===== config.mk =====
export PLATFORM = sky130hd
export DESIGN_NAME = acqcq_top
export DESIGN_NICKNAME = d
export VERILOG_FILES = /design/src/design/acqcq_pkg.sv /design/src/design/acqcq_pod_pulse.sv /design/src/design/acqcq_qual_gate.sv /design/src/design/acqcq_top.sv
export SDC_FILE = /design/constraint.sdc
export NUM_CORES = 1
export LEC_CHECK = 0
export BUFFER_PORTS_ARGS = -buffer_cell sky130_fd_sc_hd__buf_4
export CORE_MARGIN = 5
export CORE_UTILIZATION = 51
export CTS_CLUSTER_DIAMETER = 100
export DETAILED_ROUTE_END_ITERATION = 10
export PLACE_DENSITY = 0.71
export SYNTH_ARGS = -nofsm -noshare
export SYNTH_HDL_FRONTEND = slang
export SYNTH_SLANG_ARGS = --single-unit

===== constraint.sdc =====
create_clock -name MCLK -period 3.28 [get_ports MCLK]
set_clock_uncertainty 0.1 [all_clocks]
set_input_delay 0.164 -clock MCLK [delete_from_list [all_inputs] [get_ports MCLK]]
set_output_delay 0.164 -clock MCLK [all_outputs]
set_load 0.005 [all_outputs]

===== src/design/acqcq_pkg.sv =====
// acquisition clock qualifier: shared constants, field layout and types
// assumes a single 100 MHz system clock; latch indices and pod-latch bit positions live here, qualifier pair fields in acqcq_top
package acqcq_pkg;

  // ----------------------------------------------------------------
  // sizes
  // ----------------------------------------------------------------
  localparam int PODS = 3;
  localparam int LATCHES = 6;
  localparam int SYNC_W = 29;

  // ----------------------------------------------------------------
  // latch indices (one selector strobe per latch)
  // ----------------------------------------------------------------
  localparam int L_FIRST = 0;
  localparam int L_SECOND = 1;
  localparam int L_THIRD = 2;
  localparam int L_POD_A = 3;
  localparam int L_POD_B = 4;
  localparam int L_POD_C = 5;

  // ----------------------------------------------------------------
  // bit positions inside the pod clock-enable latches
  // ----------------------------------------------------------------
  localparam int B_RISE_EN = 0;
  localparam int B_FALL_EN = 1;
  localparam int B_MASTER_SEL = 6;
  localparam int B_SEL7 = 7;

  // ----------------------------------------------------------------
  // reset values
  // ----------------------------------------------------------------
  localparam logic [7:0] LATCH_RST = 8'hff;
  localparam logic [SYNC_W-1:0] SYNC_RST = 29'h1000_003f;

  // ----------------------------------------------------------------
  // qualifier gate codes, written {odd, even}
  // ----------------------------------------------------------------
  localparam logic [1:0] CTL_ALWAYS = 2'h0;
  localparam logic [1:0] CTL_HIGH = 2'h1;
  localparam logic [1:0] CTL_LOW = 2'h2;
  localparam logic [1:0] CTL_NEVER = 2'h3;

  // ----------------------------------------------------------------
  // timing
  // ----------------------------------------------------------------
  localparam int CLK_NS = 10;
  localparam int PULSE_NS = 20;
  localparam int PULSE_CYC_I = (PULSE_NS / CLK_NS < 1) ? 1 : PULSE_NS / CLK_NS;
  localparam logic [1:0] PULSE_CYC = 2'(PULSE_CYC_I);

  typedef enum logic [1:0] {
    ACQCQ_IDLE = 2'b00,
    ACQCQ_PULSE = 2'b01,
    ACQCQ_SET = 2'b11
  } acqcq_state_t;

endpackage


===== src/design/acqcq_pod_pulse.sv =====
// acquisition clock qualifier: pulse shaper for one pod clock
// assumes trig is a one-cycle qualified edge and preset a one-cycle set
`timescale 1ns/10ps
`default_nettype none
module acqcq_pod_pulse (
  input wire logic clk,
  input wire logic rst,
  input wire logic trig,
  input wire logic preset,
  output logic pulse
);

  acqcq_pkg::acqcq_state_t state_ff, nxt_state;
  logic [1:0] cnt_ff;
  logic [1:0] nxt_cnt;

  // ----------------------------------------------------------------
  // state machine: pulse, then a delayed set that returns to idle
  // ----------------------------------------------------------------
  always_comb begin
    nxt_state = state_ff;
    nxt_cnt = cnt_ff;
    case (state_ff)
      acqcq_pkg::ACQCQ_IDLE: begin
        if (trig) begin
          nxt_state = acqcq_pkg::ACQCQ_PULSE;
          nxt_cnt = acqcq_pkg::PULSE_CYC;
        end
      end
      acqcq_pkg::ACQCQ_PULSE: begin
        nxt_cnt = cnt_ff - 2'h1;
        if (cnt_ff == 2'h1) begin
          nxt_state = acqcq_pkg::ACQCQ_SET;
        end
      end
      acqcq_pkg::ACQCQ_SET: nxt_state = acqcq_pkg::ACQCQ_IDLE;
      default: nxt_state = acqcq_pkg::ACQCQ_IDLE;
    endcase
    if (preset) begin
      nxt_state = acqcq_pkg::ACQCQ_IDLE;
      nxt_cnt = 2'h0;
    end
  end

  always_ff @(posedge clk or posedge rst) begin
    if (rst) begin
      state_ff <= acqcq_pkg::ACQCQ_IDLE;
      cnt_ff <= 2'h0;
    end else begin
      state_ff <= nxt_state;
      cnt_ff <= nxt_cnt;
    end
  end

  assign pulse = (state_ff == acqcq_pkg::ACQCQ_PULSE);
endmodule // acqcq_pod_pulse
`default_nettype wire


===== src/design/acqcq_qual_gate.sv =====
// acquisition clock qualifier: the three qualifier gates of one pod
// assumes synchronised qualifier levels and latched control pairs
`timescale 1ns/10ps
`default_nettype none
module acqcq_qual_gate (
  input wire logic [1:0] ctl_first,
  input wire logic [1:0] ctl_second,
  input wire logic [1:0] ctl_third,
  input wire logic q_first,
  input wire logic q_second,
  input wire logic q_third,
  output logic first_n,
  output logic second_n,
  output logic third_n
);

  // ----------------------------------------------------------------
  // pair decode
  // ----------------------------------------------------------------
  function automatic logic allow(input logic [1:0] ctl, input logic q);
    logic a;
    a = 1'b0;
    case (ctl)
      acqcq_pkg::CTL_ALWAYS: a = 1'b1;
      acqcq_pkg::CTL_HIGH: a = q;
      acqcq_pkg::CTL_LOW: a = ~q;
      default: a = 1'b0;
    endcase
    return a;
  endfunction

  logic third_ok;

  // ----------------------------------------------------------------
  // active-low outputs; third gate is folded into the other two
  // ----------------------------------------------------------------
  always_comb begin
    third_ok = allow(ctl_third, q_third);
    third_n = ~third_ok;
    first_n = ~(allow(ctl_first, q_first) & third_ok);
    second_n = ~(allow(ctl_second, q_second) & third_ok);
  end

endmodule // acqcq_qual_gate
`default_nettype wire


===== src/design/acqcq_top.sv =====
// acquisition clock qualifier: selector latches, qualifier gates,
// pod clock generation and master clock selection
// assumes every pin input is asynchronous to MCLK and slower than it
//
// What this block does
// - strobe latches data bus; latches drive enables
// - nine qualifier gates, three per pod
// - gate passes true, inverted or none; low
// - each gate steered by odd/even bit pair
// - 00 always, 01 high, 10 low, 11 never
// - third qualifier ANDed into first and second
// - exactly one master select passes its clock
// - fourth select chooses only the step clock
// - master clock fanned out as three copies
// - pod clocks from probes or companion clock
// - all three qualifiers gate the chosen probe clock edge
// - rising edge counts only with rise enable low
// - pulse ends about 20 ns, then preset
// - preset strobe low gives one set pulse
// - all external enables high stop probe clocks
// - companion edge clocks all pods if qualified
`timescale 1ns/10ps
`default_nettype none
module acqcq_top (
  input wire logic MCLK,
  input wire logic SYS_RST,
  input wire logic [7:0] DATA_BUS,
  input wire logic [5:0] SELECTOR_LATCH_STROBES_N,
  input wire logic [2:0] PROBE_CLOCKS,
  input wire logic [2:0] FIRST_QUALIFIER,
  input wire logic [2:0] SECOND_QUALIFIER,
  input wire logic [2:0] THIRD_QUALIFIER,
  input wire logic COMPANION_MODULE_CLOCK,
  input wire logic SINGLE_STEP_CLOCK,
  input wire logic CLOCK_PRESET_N,
  output logic [2:0] FIRST_QUAL_OUT_N,
  output logic [2:0] SECOND_QUAL_OUT_N,
  output logic [2:0] THIRD_QUAL_OUT_N,
  output logic [2:0] POD_CLOCKS,
  output logic [2:0] MASTER_CLOCK_COPIES
);

  // ----------------------------------------------------------------
  // input synchronisers
  // ----------------------------------------------------------------
  logic [acqcq_pkg::SYNC_W-1:0] sync1_ff, sync2_ff;
  logic s_preset_n, s_step, s_comp;
  logic [2:0] s_q3, s_q2, s_q1, s_pclk;
  logic [7:0] s_data;
  logic [5:0] s_strb_n;

  // strobes and preset idle high so release from reset makes no edge
  always_ff @(posedge MCLK or posedge SYS_RST) begin
    if (SYS_RST) begin
      sync1_ff <= acqcq_pkg::SYNC_RST;
      sync2_ff <= acqcq_pkg::SYNC_RST;
    end else begin
      sync1_ff <= {CLOCK_PRESET_N, SINGLE_STEP_CLOCK, COMPANION_MODULE_CLOCK,
                   THIRD_QUALIFIER, SECOND_QUALIFIER, FIRST_QUALIFIER,
                   PROBE_CLOCKS, DATA_BUS, SELECTOR_LATCH_STROBES_N};
      sync2_ff <= sync1_ff;
    end
  end

  assign {s_preset_n, s_step, s_comp, s_q3, s_q2, s_q1, s_pclk, s_data,
          s_strb_n} = sync2_ff;

  // ----------------------------------------------------------------
  // edge history of the synchronised strobes and clocks
  // ----------------------------------------------------------------
  logic [5:0] prev_strb_ff;
  logic [2:0] prev_pclk_ff;
  logic prev_comp_ff;
  logic prev_preset_ff;

  always_ff @(posedge MCLK or posedge SYS_RST) begin
    if (SYS_RST) begin
      prev_strb_ff <= 6'h3f;
      prev_pclk_ff <= 3'h0;
      prev_comp_ff <= 1'b0;
      prev_preset_ff <= 1'b1;
    end else begin
      prev_strb_ff <= s_strb_n;
      prev_pclk_ff <= s_pclk;
      prev_comp_ff <= s_comp;
      prev_preset_ff <= s_preset_n;
    end
  end

  // ----------------------------------------------------------------
  // selector latches
  // ----------------------------------------------------------------
  // capture on the strobe's trailing (rising) edge, when the data bus
  // has had the whole strobe low time to settle
  logic [7:0] latch_ff [acqcq_pkg::LATCHES];
  logic [5:0] strb_rise;

  assign strb_rise = s_strb_n & ~prev_strb_ff;

  for (genvar l = 0; l < acqcq_pkg::LATCHES; l++) begin : g_latch
    always_ff @(posedge MCLK or posedge SYS_RST) begin
      if (SYS_RST) begin
        latch_ff[l] <= acqcq_pkg::LATCH_RST;
      end else if (strb_rise[l]) begin
        latch_ff[l] <= s_data;
      end
    end
  end

  // ----------------------------------------------------------------
  // latch field decode
  // ----------------------------------------------------------------
  logic [5:0] first_qual_ctl_bits, second_qual_ctl_bits, third_qual_ctl_bits;
  logic [7:0] pod_ext_clock_enables [acqcq_pkg::PODS];
  logic [3:0] master_sel;
  logic companion_sel_low, companion_sel_high;

  always_comb begin
    first_qual_ctl_bits = latch_ff[acqcq_pkg::L_FIRST][5:0];
    second_qual_ctl_bits = latch_ff[acqcq_pkg::L_SECOND][5:0];
    third_qual_ctl_bits = latch_ff[acqcq_pkg::L_THIRD][5:0];
    pod_ext_clock_enables[0] = latch_ff[acqcq_pkg::L_POD_A];
    pod_ext_clock_enables[1] = latch_ff[acqcq_pkg::L_POD_B];
    pod_ext_clock_enables[2] = latch_ff[acqcq_pkg::L_POD_C];
    master_sel = {latch_ff[acqcq_pkg::L_POD_A][acqcq_pkg::B_SEL7],
                  latch_ff[acqcq_pkg::L_POD_C][acqcq_pkg::B_MASTER_SEL],
                  latch_ff[acqcq_pkg::L_POD_B][acqcq_pkg::B_MASTER_SEL],
                  latch_ff[acqcq_pkg::L_POD_A][acqcq_pkg::B_MASTER_SEL]};
    companion_sel_low = latch_ff[acqcq_pkg::L_POD_C][acqcq_pkg::B_SEL7];
    companion_sel_high = latch_ff[acqcq_pkg::L_POD_B][acqcq_pkg::B_SEL7];
  end

  // ----------------------------------------------------------------
  // preset: one set pulse per low-going preset strobe
  // ----------------------------------------------------------------
  logic set_ff;

  always_ff @(posedge MCLK or posedge SYS_RST) begin
    if (SYS_RST) begin
      set_ff <= 1'b0;
    end else begin
      set_ff <= prev_preset_ff & ~s_preset_n;
    end
  end

  // ----------------------------------------------------------------
  // companion clock path
  // ----------------------------------------------------------------
  logic comp_rise;
  logic comp_trig;

  assign comp_rise = s_comp & ~prev_comp_ff;
  // qualified by pod A's third-qualifier gate only
  assign comp_trig = comp_rise & ~companion_sel_low & companion_sel_high &
                     ~THIRD_QUAL_OUT_N[0];

  // ----------------------------------------------------------------
  // per pod: qualifier gates, edge select, pulse shaper
  // ----------------------------------------------------------------
  logic [2:0] gate_first_n, gate_second_n, gate_third_n;
  logic [2:0] edge_ok, trig_own, trig, pod_pulse;

  for (genvar p = 0; p < acqcq_pkg::PODS; p++) begin : g_pod
    acqcq_qual_gate u_gate (
      .ctl_first (first_qual_ctl_bits[2*p+1 -: 2]),
      .ctl_second (second_qual_ctl_bits[2*p+1 -: 2]),
      .ctl_third (third_qual_ctl_bits[2*p+1 -: 2]),
      .q_first (s_q1[p]),
      .q_second (s_q2[p]),
      .q_third (s_q3[p]),
      .first_n (gate_first_n[p]),
      .second_n (gate_second_n[p]),
      .third_n (gate_third_n[p])
    );

    // registered gate outputs line up with the one-cycle clock edge
    always_ff @(posedge MCLK or posedge SYS_RST) begin
      if (SYS_RST) begin
        FIRST_QUAL_OUT_N[p] <= 1'b1;
        SECOND_QUAL_OUT_N[p] <= 1'b1;
        THIRD_QUAL_OUT_N[p] <= 1'b1;
      end else begin
        FIRST_QUAL_OUT_N[p] <= gate_first_n[p];
        SECOND_QUAL_OUT_N[p] <= gate_second_n[p];
        THIRD_QUAL_OUT_N[p] <= gate_third_n[p];
      end
    end

    // enable bits are active low; both high leaves the probe clock dead
    always_comb begin
      edge_ok[p] = 1'b0;
      if (!pod_ext_clock_enables[p][acqcq_pkg::B_RISE_EN]) begin
        edge_ok[p] = s_pclk[p] & ~prev_pclk_ff[p];
      end else if (!pod_ext_clock_enables[p][acqcq_pkg::B_FALL_EN]) begin
        edge_ok[p] = ~s_pclk[p] & prev_pclk_ff[p];
      end
    end

    // this pod's qualifier gates decide on the probe clock edge
    assign trig_own[p] = edge_ok[p] & ~FIRST_QUAL_OUT_N[p] &
                         ~SECOND_QUAL_OUT_N[p] &
                         ~THIRD_QUAL_OUT_N[p];
    assign trig[p] = trig_own[p] | comp_trig;

    acqcq_pod_pulse u_pulse (
      .clk (MCLK),
      .rst (SYS_RST),
      .trig (trig[p]),
      .preset (set_ff),
      .pulse (pod_pulse[p])
    );
  end

  assign POD_CLOCKS = pod_pulse;

  // ----------------------------------------------------------------
  // master clock selector and fan-out
  // ----------------------------------------------------------------
  // a select word that is not one-hot passes nothing rather than a
  // merge of clocks, which would corrupt acquisition timing
  logic sel_onehot;
  logic nxt_master;
  logic [3:0] master_src;

  assign master_src = {s_step, pod_pulse};
  assign sel_onehot = (master_sel != 4'h0) &&
                      ((master_sel & (master_sel - 4'h1)) == 4'h0);
  assign nxt_master = sel_onehot & |(master_sel & master_src);

  always_ff @(posedge MCLK or posedge SYS_RST) begin
    if (SYS_RST) begin
      MASTER_CLOCK_COPIES <= 3'h0;
    end else begin
      MASTER_CLOCK_COPIES <= {3{nxt_master}};
    end
  end

  // pods idle now and one cycle ago: no shaper is mid-pulse or in set
  logic [2:0] prev_pods_ff;
  logic pods_idle;

  always_ff @(posedge MCLK or posedge SYS_RST) begin
    if (SYS_RST) begin
      prev_pods_ff <= 3'h0;
    end else begin
      prev_pods_ff <= pod_pulse;
    end
  end

  assign pods_idle = (pod_pulse == 3'h0) && (prev_pods_ff == 3'h0);
endmodule // acqcq_top
`default_nettype wire


### Word-level counts from Yosys, hierarchy flattened

Cells that the tools add are included.

* flip-flop bits (word level): 134
* input port bits: 31
* output and inout bits: 15
* word-level logic and storage cells: 194

* add/sub/neg operators: 4
* equality and inequality tests: 30
* muxes and demuxes: 36
* bitwise logic cells: 70
* reduce and logical (&&, ||, !) cells: 25

Operators with widths (count)
* inverter 1 bit: 36
* equality test 2 x 1 -> 1 bit, second input constant: 15
* two-way mux 2 bit: 15
* AND 1 bit: 27
* case mux 1 bit (3 select lines): 9
* logical NOT 2 bit: 12
* case mux 2 bit (2 select lines): 6
* equality test 2 bit, second input constant: 9
* AND reduction 2 bit: 6
* != test 3 x 2 -> 1 bit, second input constant: 3
* != test 3 bit, second input constant: 3
* nonzero test 3 bit: 3
* AND 4 bit: 2
* AND 6 bit: 1
* two-way mux 1 bit: 6
* inverter 6 bit: 1
* subtractor 2 x 1 -> 2 bit, second input constant: 3
* logical NOT 4 bit: 1
* nonzero test 4 bit: 1
* OR reduction 4 bit: 1
* subtractor 4 x 1 -> 4 bit, second input constant: 1
* bitwise OR 1 bit: 3
* logical AND 1 bit: 1

### Logic depth before layout (Yosys ltp)

Gate-level depths: netlist of the first run.

* depth in word-level cells: 11
* gate-level depth with buffers: 5
* mapped depth without buffers: 5

### Hierarchy

A second synthesis of the first run with hierarchy kept.

* cells, all modules: 250
* area, all modules: 4091.4 µm²

Modules (own cells, without submodules)
* acqcq_top: instances 1, cells an instance 184, area each 3408.3 µm², sequential area each 2827.7 µm²
* acqcq_pod_pulse: instances 3, cells an instance 16, area each 186.4 µm², sequential area each 100.1 µm²
* acqcq_qual_gate: instances 3, cells an instance 6, area each 41.3 µm², sequential area each 0.0 µm²

### Worst setup path before layout of the first run

No wires, ideal clock.

* path kind: flip-flop to flip-flop
* start point: register prev_pclk_ff[0]
* end point: register g_pod[0].u_pulse.cnt_ff[0]
* setup time: 0.124 ns
* arrival: 1.403 ns
* required time: 3.056 ns
* setup slack: 1.653 ns
* stages on the path, launching flop included: 5
* buffers on the path: 0
* period minus slack after synthesis: 1.627 ns
* path through: dfrtp_1 or3b_4 a2111oi_4 nor3_2 o31a_1

* cells in the longest elaborated chain, start to end: 9
* elaborated cells between the ends (all ways): 11
* classes of those cells: 1 x eq/ne; 2 x mux; 7 x bitwise; 1 x reduce/logical

Ends and longest elaborated chain
* from (decl): RTL line acqcq_top.sv:72 `logic [2:0] prev_pclk_ff;`
* from (signal assigned): RTL line acqcq_top.sv:84 `prev_pclk_ff <= s_pclk;`
* AND 1 bit / inverter 1 bit (equally long branches): RTL line acqcq_top.sv:195, acqcq_top.sv:193
* two-way mux 1 bit / AND 1 bit (equally long branches): RTL line acqcq_top.sv:194, acqcq_top.sv:193
* two-way mux 1 bit *: RTL line acqcq_top.sv:192 `if (!pod_ext_clock_enables[p][acqcq_pkg::B_RISE_EN]) begin`
* AND 1 bit * (2 in series): RTL line acqcq_top.sv:200 `assign trig_own[p] = edge_ok[p] & ~FIRST_QUAL_OUT_N[p] &`
* AND 1 bit *: RTL line acqcq_top.sv:201 `~SECOND_QUAL_OUT_N[p] &`
* bitwise OR 1 bit *: RTL line acqcq_top.sv:203 `assign trig[p] = trig_own[p] | comp_trig;`
* != test 3 x 2 -> 1 bit (no line) *
* AND reduction 2 bit (no line) *
* to (signal assigned): RTL line acqcq_pod_pulse.sv:51 `cnt_ff <= nxt_cnt;`
* to (decl): RTL line acqcq_pod_pulse.sv:14 `logic [1:0] cnt_ff;`

Every way passes the cells marked *; elsewhere a longest branch is shown, timed or not.
A chain may end at the register's enable or synchronous reset.

### Final worst setup path of the first run

* start point: register prev_pclk_ff[1]
* end point: register g_pod[1].u_pulse.cnt_ff[0]

* cells in the longest elaborated chain, start to end: 9
* elaborated cells between the ends (all ways): 11
* classes of those cells: 1 x eq/ne; 2 x mux; 7 x bitwise; 1 x reduce/logical

Ends and longest elaborated chain (RTL line)
* AND 1 bit / inverter 1 bit (equally long branches): acqcq_top.sv:195, acqcq_top.sv:193
* two-way mux 1 bit / AND 1 bit (equally long branches): acqcq_top.sv:194, acqcq_top.sv:193
* two-way mux 1 bit *: acqcq_top.sv:192
* AND 1 bit * (2 in series): acqcq_top.sv:200
* AND 1 bit *: acqcq_top.sv:201
* bitwise OR 1 bit *: acqcq_top.sv:203
* != test 3 x 2 -> 1 bit (no line) *
* AND reduction 2 bit (no line) *
* to (signal assigned): acqcq_pod_pulse.sv:51
* to (decl): acqcq_pod_pulse.sv:14

Marked as above.

==> results of run 1 <==
[through the flow]
stage / utilization (%) / setup WS, ps / hold slack (ps) / power [mW] / area, um2
finish: 67.76 / 1527 / 156.5 / 4.081 / 5484
global route: 67.76 / 1491 / 149.3 / 4.281 / 5484
CTS: 67.76 / 1523 / 126.9 / 4.125 / 5484
detailed placement: 56.94 / 1559 / 106.5 / 2.321 / 4608
global placement: 56.94 / 1610 / 105.9 / 2.284 / 4608
floorplan: - / 1568 / 68.48 / 2.158 / 4177
[cell type report]
class	count	area, um2	share of cell area (%)
timing repair buffer	77	653.1	11.91
inverter	11	45.04	0.8214
multi-input combinational	112	950.9	17.34
clock inverter	13	143.9	2.624
sequential	122	3128	57.04
clock buffer	19	431.7	7.871
tap	105	131.4	2.396
[final timing paths]
path | to | slack [ps] | start
worst max register to register | g_pod[1].u_pulse.cnt_ff[0] | 1530 | prev_pclk_ff[1]
worst min-delay path | sync1_ff[1] | 160 | SYS_RST
worst max-delay path | g_pod[1].u_pulse.cnt_ff[0] | 1530 | prev_pclk_ff[1]
min in group MCLK | sync1_ff[27] | 210 | SINGLE_STEP_CLOCK
max in group asynchronous | sync1_ff[16] | 2140 | SYS_RST
worst min register to register | sync2_ff[12] | 240 | sync1_ff[12]
[layout by cell type, fill, tap and decap left out, types with 2 or more instances in the layout]
cell / count
dfrtp_1: 62
dfstp_2: 60
buf_4: 47
mux2_2: 30
dlygate4sd3_1: 30
clkbuf_16: 16
inv_1: 10
nor2b_1: 9
mux2i_1: 9
o21ai_0: 8
nor3_1: 7
nand2_1: 7
clkinvlp_4: 5
nor2_1: 3
and2_1: 3
nand2b_1: 3
a21oi_1: 3
ha_1: 3
inv_6: 3
nand4bb_1: 2
or3b_4: 2
a2111oi_4: 2
or3_1: 2
o31ai_1: 2
nand3b_1: 2
nor3b_1: 2
clkbuf_8: 2
clkinv_4: 2
clkinv_2: 2
bufinv_16: 2
[logic make-up after synthesis]
kind of cell,count (synthesis)
AND/OR/NAND/NOR,49
AO/OA/AOI/OAI,21
flip-flops,122
multiplexers,39
buffers and inverters,20
adder cells (fa/ha/maj),3
[flip-flops by register name (all words and copies together), names as in the netlist]
| register | count |
|---|---|
| SECOND_QUAL_OUT_N | 3 |
| THIRD_QUAL_OUT_N | 3 |
| prev_pclk_ff | 3 |
| first_qual_ctl_bits | 6 |
| FIRST_QUAL_OUT_N | 3 |
| prev_comp_ff | 1 |
| prev_preset_ff | 1 |
| sync2_ff | 29 |
| g_pod.u_pulse.state_ff | 6 |
| companion_sel_low | 1 |
| sync1_ff | 29 |
| latch_ff | 22 |
| companion_sel_high | 1 |
| g_pod.u_pulse.cnt_ff | 6 |
| prev_strb_ff | 6 |
| MASTER_CLOCK_COPIES | 1 |
| set_ff | 1 |
[power breakdown]
group	leakage (nW)	switching (mW)	internal (mW)
clock network	0.271	0.651	1.11
registers	1.37	0.121	1.75
logic	0.720	0.200	0.256
[critical path, cell delays in order (launching register included)]
cell and delay [ps]:
dfrtp_1 380, or3b_4 410, a2111oi_4 390, o31ai_1 160, a22o_1 200
[routing by layer]
layer / vias to the layer above / part of all wire, % / global-route usage (%)
met5: - / 0 / 0
met4: 0 / 1.5 / 6.632
met3: 9 / 3.6 / 4.152
met2: 39 / 54 / 25.69
met1: 1111 / 41 / 18.78
li1: 1042 / - / -
[repair_timing]
| item | 4_1_cts | 5_1_grt |
|---|---|---|
| hold endpoints to repair | 92 | 0 |
| hold buffers | 30 | 0 |
| gates resized for setup | 0 | 0 |
==> reports/results.tsv, run 1 <==
stage	metric	value	unit
outcome	outcome	finished clean	
clock_tree	path_clk_slew	60	ps
die	top_level_ports	46	
place	routability_congestion_estimate	0.7062	
logic_synthesis	synth_edf_count	0	
logic_synthesis	yosys.cell_count.top_type	dfrtp_1	
worst_setup_path	reg2reg_depth	4	
routing	initialDrtViolationCount	100	
die	effective_utilization_at_floorplan	51.56	%
global_route	grt.total_usage	15.35	%
logic_synthesis	synth.lib_cells_used.distinct	36	
sta	final.period_utilization	53.45	%
logic_synthesis	synth_top_area_cell	dfstp_2	
worst_setup_path	critical_path_required	3560	ps
die	chipHeight	100.5	um
worst_setup_path	kind_of_launch_point_of_the_worst_setup_path	register	
routing	post_route_drc	0	
power_and_ir_drop	vdd_drop_max	0.4689	mV
clock_tree	cts_root_buffer	clkbuf_8	
routing	totalWireLength	6803	um
sta	hold_viol_final	0	
sta	final_max_slew_viol_count	0	
clock_tree	tritoncts	done	
logic_synthesis	ys_warn_count	0	
routing	via_count	2201	
logic_synthesis	syn_nets	288	
min_path	holdCritPathClass	input port to asynchronous set/reset pin	
logic_synthesis	synth_sequential_area_ratio	74.96	%
logic_synthesis	dominant_combinational_cell_family_by_area_after_synthesis	multiplexers	
die	core.rowCount	33	
logic_synthesis	yosys-top-cells-count	dfrtp_1, dfstp_2, mux2_2	
logic_synthesis	ys.flop_type	dfrtp_1	
final_layout	syn_to_final_growth	31.42	%
sta	clock.fmax	0.5704	GHz
routing	post_drt_wl_per_cell	14.82	um
final_layout	num-fill-cells	554	
clock_tree	post-cts-setup-buffers	0	
logic_synthesis	yosysTopAreaCellShare	37.78	%
worst_setup_path	cp_max_fo	3	
power_and_ir_drop	p_leak	2.361	nW
logic_synthesis	postSynthRegisterBits	122	
clock_tree	total_clock_sinks	122	
routing	via_per_inst	4.795	
sta	timing_worst_slew_pin_value	809.6	ps
clock_tree	cts-buffers-inserted	17	
sta	rsz_0062_raised_after_global_routing	no	
place	place.detailed.hpwl	4352	um
worst_setup_path	path_class	register to register	
routing	detailedRoute.firstPassIterationCount	4	
logic_synthesis	post_synth_inst_count	254	
final_layout	nets	375	
die	fp.dieArea	0.01009	mm2
sta	finalSetupTns	0	ps
logic_synthesis	mappedNetlistArea	0.004173	mm2
global_route	largest_net_degree_at_the_start_of_global_routing	70	
global_route	grt_pass1_wl	11640	um
place	io_buffer_count	45	
global_route	grt_pass1_vias	2371	
global_route	antenna_found_initial	0	
clock_tree	max-clock-path-buffers	2	
sta	setup_viol	0	
logic_synthesis	synth.area.top_cells	dfstp_2, dfrtp_1, mux2_2, mux2i_1, nor2b_1	
final_layout	drive_above_1_share	49.44	%
worst_setup_path	crit_path_end_kind	register	
place	cell_total_after_placement	397	
clock_tree	clock_latency	500	ps
power_and_ir_drop	power-per-cell-area	744.1	mW/mm2
logic_synthesis	synth_fa_ha_area_share	0.8996	%
final_layout	insertedDiodeCount	0	
logic_synthesis	postSynthAreaPerCell	16.43	um2
logic_synthesis	compound_gate_portion_of_the_synthesized_area	4.228	%
logic_synthesis	synthSimpleGateAreaFrac	7.406	%
die	chipWidth	100.5	um
sta	slew_headroom	46.02	%
final_layout	finalNonFillerCells	459	
run	maxCapViolCount	0	
logic_synthesis	synth_mux_area_share	10.25	%
routing	drt.antenna.violating_nets	0	
global_route	globalRouteOverflowTotal	0	
clock_tree	htree_levels	4	
worst_setup_path	worst-endpoint-arrival	2030	ps
logic_synthesis	synth_xor_area_share	0	%
die	core_area	0.008093	mm2
sta	fin_crit	1753	ps
logic_synthesis	async_flop_share	100.0	%
(Power assumes the default switching activity.)
==> inputs of run 2 (changes only) <==
- CORE_UTILIZATION: 51 -> 55
- PLACE_DENSITY: 0.71 -> 0.73
- clock period: 3.28 -> 1.7 ns (I/O delays scaled with it)
==> run 2 against run 1 <==
  * Critical path depth stayed put
  * Non-clock buffer count is 8 higher
  * Cell count is 0.44% higher
  * Maximum frequency up 4.5%
  * Sequential cell count stayed put
  * First-iteration DRC count fell by 43%
  * Total power grew 92%
  * Cell area is 1.3% higher
  * Die area is 6.6% lower
  * Utilization up 8.0 points
  * Global-route usage is 1.5 points higher
  * Critical path type unchanged
  * Critical endpoint is now g_pod[0].u_pulse.cnt_ff[0]
  * Largest power group unchanged
  * Highest routed layer unchanged
==> reports/results.tsv, run 2 (same netlist as run 1, synthesis figures left out) <==
stage	metric	value	unit	change
clock_tree	total_clock_sinks	122		unchanged
sta	clock.fmax	0.5964	GHz	+4.5%
final_layout	finalNonFillerCells	461		+0.44%
worst_setup_path	critical_path.top_delay_family	compound AO/OA/AOI/OAI gates		
clock_tree	max-clock-path-buffers	2		unchanged
routing	initialDrtViolationCount	57		-43%
place	routability_congestion_estimate	0.7664		+8.5%
clock_tree	cts-buffers-inserted	17		unchanged
die	chipWidth	97.10	um	-3.3%
outcome	outcome	finished clean		
worst_setup_path	regToRegStartpoint	latch_ff[16]		
final_layout	multi_input_logic_area	957.2	um2	+0.66%
final_layout	registers_with_the_most_flip_flops	sync1_ff (29), sync2_ff (29), latch_ff (22)		
power_and_ir_drop	seq_power_share	46.0	%	+0.2 points
sta	setup_viol	0		unchanged
die	chipHeight	97.10	um	-3.3%
sta	final_max_slew_viol_count	0		unchanged
final_layout	num-fill-cells	431		-22%
routing	post_route_drc	0		unchanged
clock_tree	htree_levels	4		unchanged
final_layout	most_common_cell_after_layout_fill_and_taps_aside	dfrtp_1		
power_and_ir_drop	p_leak	2.406	nW	+1.9%
final_layout	seq_area	0.003128	mm2	unchanged
worst_setup_path	reg2reg_depth	4		unchanged
die	effective_utilization_at_floorplan	56.92	%	+5.4 points
die	core_area	0.007331	mm2	-9.4%
place	cell_total_after_placement	398		+0.25%
clock_tree	cts_root_buffer	clkbuf_8		
final_layout	syn_to_final_growth	33.13	%	
power_and_ir_drop	internal_power	5.886	mW	+89%
final_layout	fin_util	75.78	%	+8.0 points
final_layout	drive_above_1_share	51.10	%	+1.7 points
sta	timing_worst_slew_pin_value	438.5	ps	-371.2 ps
routing	detailedRoute.firstPassIterationCount	4		unchanged
sta	hold_viol_final	0		unchanged
die	fp.dieArea	0.009428	mm2	-6.6%
clock_tree	tritoncts	done		
final_layout	insertedDiodeCount	0		unchanged
worst_setup_path	cp_num_buf_inv	0		unchanged
final_layout	finalInstanceArea	0.005555	mm2	+1.3%
place	place.detailed.hpwl	4437	um	+2.0%
routing	drt.antenna.violating_nets	0		unchanged
power_and_ir_drop	vdd_drop_max	0.7717	mV	+65%
worst_setup_path	kind_of_launch_point_of_the_worst_setup_path	register		
global_route	globalRouteOverflowTotal	0		unchanged
worst_setup_path	path_class	register to register		
final_layout	layout.cells.most_common_list	dfrtp_1, dfstp_2, buf_4, mux2_2, dlygate4sd3_1		
worst_setup_path	critical_path_required	1980	ps	-1580 ps
sta	finalHoldWorstSlack	27.04	ps	-129.5 ps
power_and_ir_drop	p_clk_share	42.2	%	-0.9 points
routing	via_per_inst	4.907		+2.3%
worst_setup_path	setup.reg_to_reg.worst_slack	20	ps	-1500 ps
place	io_buffer_count	45		unchanged
power_and_ir_drop	switchingPower	1.948	mW	+100%
global_route	grt.total_usage	16.88	%	+1.5 points
min_path	holdCritPathClass	input port to asynchronous set/reset pin		
power_and_ir_drop	combinationalPowerShare	11.8	%	+0.6 points
worst_setup_path	crit_path_end_kind	register		
routing	post_drt_wl_per_cell	15.55	um	+4.9%
clock_tree	path_clk_slew	60	ps	about the same
clock_tree	clock_latency	500	ps	about the same
worst_setup_path	cp_max_fo	3		unchanged
power_and_ir_drop	power-per-cell-area	1410	mW/mm2	+90%
power_and_ir_drop	switching_share	24.86	%	+1.0 points
global_route	grt_pass1_wl	12200	um	+4.8%
worst_setup_path	crit_chain	nand4bb_1 > a2111oi_4 > nor3_2 > o31a_1		
die	core.rowCount	31		-6.1%
sta	rsz_0062_raised_after_global_routing	yes		
final_layout	nets	383		+2.1%
run	maxCapViolCount	0		unchanged
global_route	largest_net_degree_at_the_start_of_global_routing	56		-20%
sta	slew_headroom	70.71	%	+25 points
sta	final.period_utilization	98.64	%	+45 points
place	detailed_place.area	0.004678	mm2	+1.5%
routing	totalWireLength	7168	um	+5.4%
worst_setup_path	worst_path_largest_cell_delay	540	ps	+130 ps
die	top_level_ports	46		unchanged
sta	fin_crit	1677	ps	-76.24 ps
routing	via_count	2262		+2.8%
worst_setup_path	worst-endpoint-arrival	1960	ps	-70 ps
global_route	antenna_found_initial	0		unchanged
global_route	grt_pass1_vias	2536		+7.0%
worst_setup_path	critical_path.reg2reg.endpoint	g_pod[0].u_pulse.cnt_ff[0]		
worst_setup_path	cell_at_the_slowest_stage_of_the_critical_path	dfstp_2		
run 2: area by class of cell:
class,count,share of cell area [%]
clock buffers,18,7.703
clock inverters,14,2.432
inverters,11,0.8108
multi-input cells,112,17.23
flip-flops and latches,122,56.31
well taps,99,2.230
repair buffers,85,13.29
run 2: worst max path at each step:
stage / startpoint / endpoint / slack (ps) / depth (start not counted)
floorplan: SYS_RST / MASTER_CLOCK_COPIES[0] / 70 / 1
global placement: prev_pclk_ff[1] / g_pod[1].u_pulse.cnt_ff[0] / 30 / 4
detailed placement: prev_pclk_ff[1] / g_pod[1].u_pulse.cnt_ff[0] / -30 / 4
CTS: prev_pclk_ff[1] / g_pod[1].u_pulse.cnt_ff[0] / 8 / 4
global route: prev_pclk_ff[1] / g_pod[1].u_pulse.cnt_ff[1] / -50 / 4
finish: latch_ff[16] / g_pod[0].u_pulse.cnt_ff[0] / 20 / 4
run 2: per-layer routing:
layer | routed length (um) | up-vias | global-route usage [%]
met5 | 0 | - | 0
li1 | - | 1062 | -
met1 | 2903 | 1143 | 19.43
met3 | 299 | 8 | 6.174
met4 | 123 | 0 | 7.883
met2 | 3842 | 49 | 28.08
run 2: worst reg2reg max path: cells and delay by family, from the launching register on:
kind               cells  cell delay, ps
and+or+nand+nor        2             270
AOI/OAI and AO/OA      2             650
DFF                    1             540
run 2: power groups by stage:
stage	Clock, mW	Combinational (mW)	Sequential, mW
floorplan	0	0.587	3.58
global placement	0	0.817	3.62
detailed placement	0	0.867	3.64
CTS	3.38	0.934	3.60
global route	3.53	1.04	3.65
finish	3.31	0.927	3.60
run 2: through the flow:
stage	setup TNS [ps]	total power, mW	worst slack (ps)
final	0	7.834	23.18
after global routing	-120.5	8.214	-51.29
after CTS	0	7.916	7.682
after detailed placement	-54.38	4.502	-33.08
after global placement	0	4.437	27.27
after floorplan	0	4.163	66.66
run 2: what timing repair did:
item,CTS,global route
setup endpoints to repair,3,3
setup buffers,0,1
endpoints found under the hold margin,110,0
hold buffers,30,0
pin swaps,2,0
gates resized for setup,0,1
==> inputs of run 3 (changes only) <==
- ABC_AREA: default -> 1
- PLACE_DENSITY: 0.73 -> 0.72
- RECOVER_POWER: default -> 25
==> run 3 against run 2 <==
  * Utilization fell by 1.8 points
  * Worst hold slack improved by 120 ps
  * Area after synthesis rose by 1.8%
  * Worst setup slack improved by 180 ps
  * Count of clock-buffer cells in the layout did not move
  * Sequential power barely moved
  * First-iteration DRC count rose by 51%
  * Non-clock buffer count fell by 4
  * Clock power rose by 2%
  * Critical path depth did not move
  * Sequential share of layout area fell by 0.71 points
  * Critical path type is now register to output pin
  * Largest power group unchanged
==> reports/results.tsv, run 3 <==
stage	metric	value	unit	change
global_route	largest_net_degree_at_the_start_of_global_routing	26		-54%
logic_synthesis	yosys-top-cells-count	nand2_1, dfrtp_1, dfstp_2		
final_layout	finalInstanceArea	0.005627	mm2	+1.3%
final_layout	nets	487		+27%
die	chipWidth	97.87	um	+0.79%
global_route	grt_pass1_wl	12790	um	+4.9%
routing	totalWireLength	7232	um	+0.89%
die	effective_utilization_at_floorplan	55.82	%	-1.1 points
final_layout	registers_with_the_most_flip_flops	sync1_ff (29), sync2_ff (29), latch_ff (22)		
clock_tree	clock_latency	500	ps	about the same
worst_setup_path	cp_num_buf_inv	3		+3
logic_synthesis	synth.lib_cells_used.distinct	20		-44%
logic_synthesis	postSynthRegisterBits	122		unchanged
power_and_ir_drop	p_leak	2.677	nW	+11%
final_layout	layout.cells.most_common_list	nand2_1, dfrtp_1, dfstp_2, inv_1, o21ai_0		
place	place.detailed.hpwl	4617	um	+4.1%
worst_setup_path	crit_chain	inv_1 > nand2_1 > inv_1 > buf_4		
logic_synthesis	synth_top_area_cell	dfstp_2		
global_route	grt_pass1_vias	2799		+10%
logic_synthesis	synth_sequential_area_ratio	73.66	%	-1.3 points
global_route	grtUsageMet2	28.27	%	+0.19 points
min_path	holdCritPathClass	input port to register		
sta	clock.fmax	0.6675	GHz	+12%
worst_setup_path	cpMostUsedCell	inv_1		
die	chipHeight	97.87	um	+0.79%
worst_setup_path	crit_path_end	POD_CLOCKS[1]		
routing	post_route_drc	0		unchanged
worst_setup_path	critical_path.top_delay_family	flip-flops		
logic_synthesis	synth_edf_count	0		unchanged
worst_setup_path	kind_of_launch_point_of_the_worst_setup_path	register		
sta	finalSetupTns	0	ps	unchanged
final_layout	insertedDiodeCount	0		unchanged
die	core_area	0.007607	mm2	+3.8%
routing	via_per_inst	4.620		-5.8%
logic_synthesis	ys_warn_count	0		unchanged
sta	fin_crit	1498	ps	-178.8 ps
sta	rsz_0062_raised_after_global_routing	no		
logic_synthesis	yosysTopAreaCellShare	37.12	%	-0.66 points
die	core.rowCount	32		+3.2%
routing	post_drt_wl_per_cell	12.73	um	-18%
place	routability_congestion_estimate	0.7377		-3.7%
clock_tree	max-clock-path-buffers	2		unchanged
sta	timing_worst_slew_pin_value	626.8	ps	+188.3 ps
logic_synthesis	syn_nets	396		+38%
sta	final.period_utilization	88.12	%	-11 points
run	maxCapViolCount	0		unchanged
clock_tree	path_clk_slew	60	ps	about the same
logic_synthesis	synth.area.top_cells	dfstp_2, dfrtp_1, nand2_1, inv_1, o21ai_0		
global_route	gr-usage-met3	5.429	%	-0.75 points
routing	initialDrtViolationCount	86		+51%
clock_tree	holdBufCountCts	30		unchanged
sta	final_max_slew_viol_count	0		unchanged
clock_tree	tritoncts	done		
clock_tree	htree_levels	4		unchanged
logic_synthesis	postSynthAreaPerCell	11.73	um2	-29%
worst_setup_path	crit_path_end_kind	output pin		
global_route	top_usage_layer	met2		
logic_synthesis	ys.flop_type	dfrtp_1		
logic_synthesis	async_flop_share	100.0	%	unchanged
worst_setup_path	setup.reg_to_reg.worst_slack	280	ps	+260 ps
worst_setup_path	reg2reg_depth	7		+3
worst_setup_path	critical_path_required	1510	ps	-470 ps
worst_setup_path	path_class	register to output pin		
clock_tree	post-cts-setup-buffers	0		unchanged
place	io_buffer_count	45		unchanged
logic_synthesis	post_synth_inst_count	362		+43%
sta	setup_viol	0		unchanged
worst_setup_path	crit_path_start	g_pod[1].u_pulse.state_ff[1]		
worst_setup_path	cp_max_fo	3		unchanged
power_and_ir_drop	power-per-cell-area	1438	mW/mm2	+2.0%
clock_tree	cts-buffers-inserted	17		unchanged
power_and_ir_drop	vdd_drop_max	0.9999	mV	+30%
final_layout	num-fill-cells	508		+18%
clock_tree	total_clock_sinks	122		unchanged
worst_setup_path	worst-endpoint-arrival	1310	ps	-650 ps
sta	hold_viol_final	0		unchanged
routing	via_count	2624		+16%
global_route	grt.total_usage	16.85	%	-0.033 points
logic_synthesis	mappedNetlistArea	0.004247	mm2	+1.8%
final_layout	most_common_cell_after_layout_fill_and_taps_aside	nand2_1		
global_route	antenna_found_initial	0		unchanged
final_layout	syn_to_final_growth	32.50	%	
outcome	outcome	finished clean		
logic_synthesis	yosys.cell_count.top_type	nand2_1		
final_layout	drive_above_1_share	33.91	%	-17 points
global_route	globalRouteMet1Util	20.56	%	+1.1 points
die	fp.dieArea	0.009579	mm2	+1.6%
clock_tree	resized_gates_after_cts	0		unchanged
worst_setup_path	regToRegStartpoint	companion_sel_high		
clock_tree	cts_root_buffer	clkbuf_8		
place	detailed_place.area	0.004751	mm2	+1.6%
routing	drt.antenna.violating_nets	0		unchanged
global_route	globalRouteOverflowTotal	0		unchanged
sta	slew_headroom	58.12	%	-13 points
worst_setup_path	worst_path_largest_cell_delay	420	ps	-120 ps
routing	detailedRoute.firstPassIterationCount	4		unchanged
die	top_level_ports	46		unchanged
worst_setup_path	worst_path_depth	4		unchanged
worst_setup_path	cell_at_the_slowest_stage_of_the_critical_path	dfrtp_1		
worst_setup_path	critical_path.reg2reg.endpoint	g_pod[2].u_pulse.cnt_ff[0]		
[run 3: how the worst min path moves through the flow]
stage,start,end,slack [ps],cells after the start
final,SELECTOR_LATCH_STROBES_N[0],sync1_ff[0],140,2
after CTS,SELECTOR_LATCH_STROBES_N[1],sync1_ff[1],110,2
after floorplan,SELECTOR_LATCH_STROBES_N[0],sync1_ff[0],-10,0
after global routing,DATA_BUS[4],sync1_ff[10],130,2
after detailed placement,CLOCK_PRESET_N,sync1_ff[28],90,1
after global placement,SELECTOR_LATCH_STROBES_N[3],sync1_ff[3],90,1
[run 3: worst register-to-register path: cells and delay by family (launching register included)]
family,cells,cell delay (ps)
flops,1,530
simple gates,7,690
[run 3: cells by family after synthesis]
group           after synthesis  share of synthesized area [%]
buf+inv                      66                          6.453
fa+ha+maj                     3                         0.8840
simple gates                124                          12.70
flops                       122                          73.66
compound gates               47                          6.305
[run 3: area by class of cell]
class	instances	area, um2	share of cell area (%)
multi-input cells	174	844.6	15.01
clock inverters	14	147.6	2.624
inverters	57	217.7	3.869
repair buffers	81	733.2	13.03
flip-flops and latches	122	3128	55.59
clock buffers	18	427.9	7.605
well taps	102	127.6	2.268
[run 3: metal layers]
metal  part of all wire, %  wire, um  vias to the layer above
met4                   1.4        98                        0
met3                   3.9       283                        8
met1                    42      3009                     1264
li1                      -         -                     1308
met5                     0         0                        -
met2                    53      3841                       44
[run 3: metrics by stage]
stage               hold WS, ps  util [%]  setup slack, ps  cells  power, mW
floorplan                -10.52         -            66.66    362      4.358
detailed placement        94.37     62.45            276.4    506      4.714
global route              126.1     73.96            73.11    568      8.568
global placement          92.98     62.45            312.6    506      4.650
finish                    144.1     73.96            202.0    568      8.093
CTS                       107.1     73.96            177.5    568      8.197
[run 3: report_power, final]
part	switching (mW)	total, mW	leakage (nW)	internal (mW)
sequential	0.214	3.57	1.37	3.36
clock	1.36	3.39	0.282	2.03
combinational	0.594	1.13	1.03	0.539
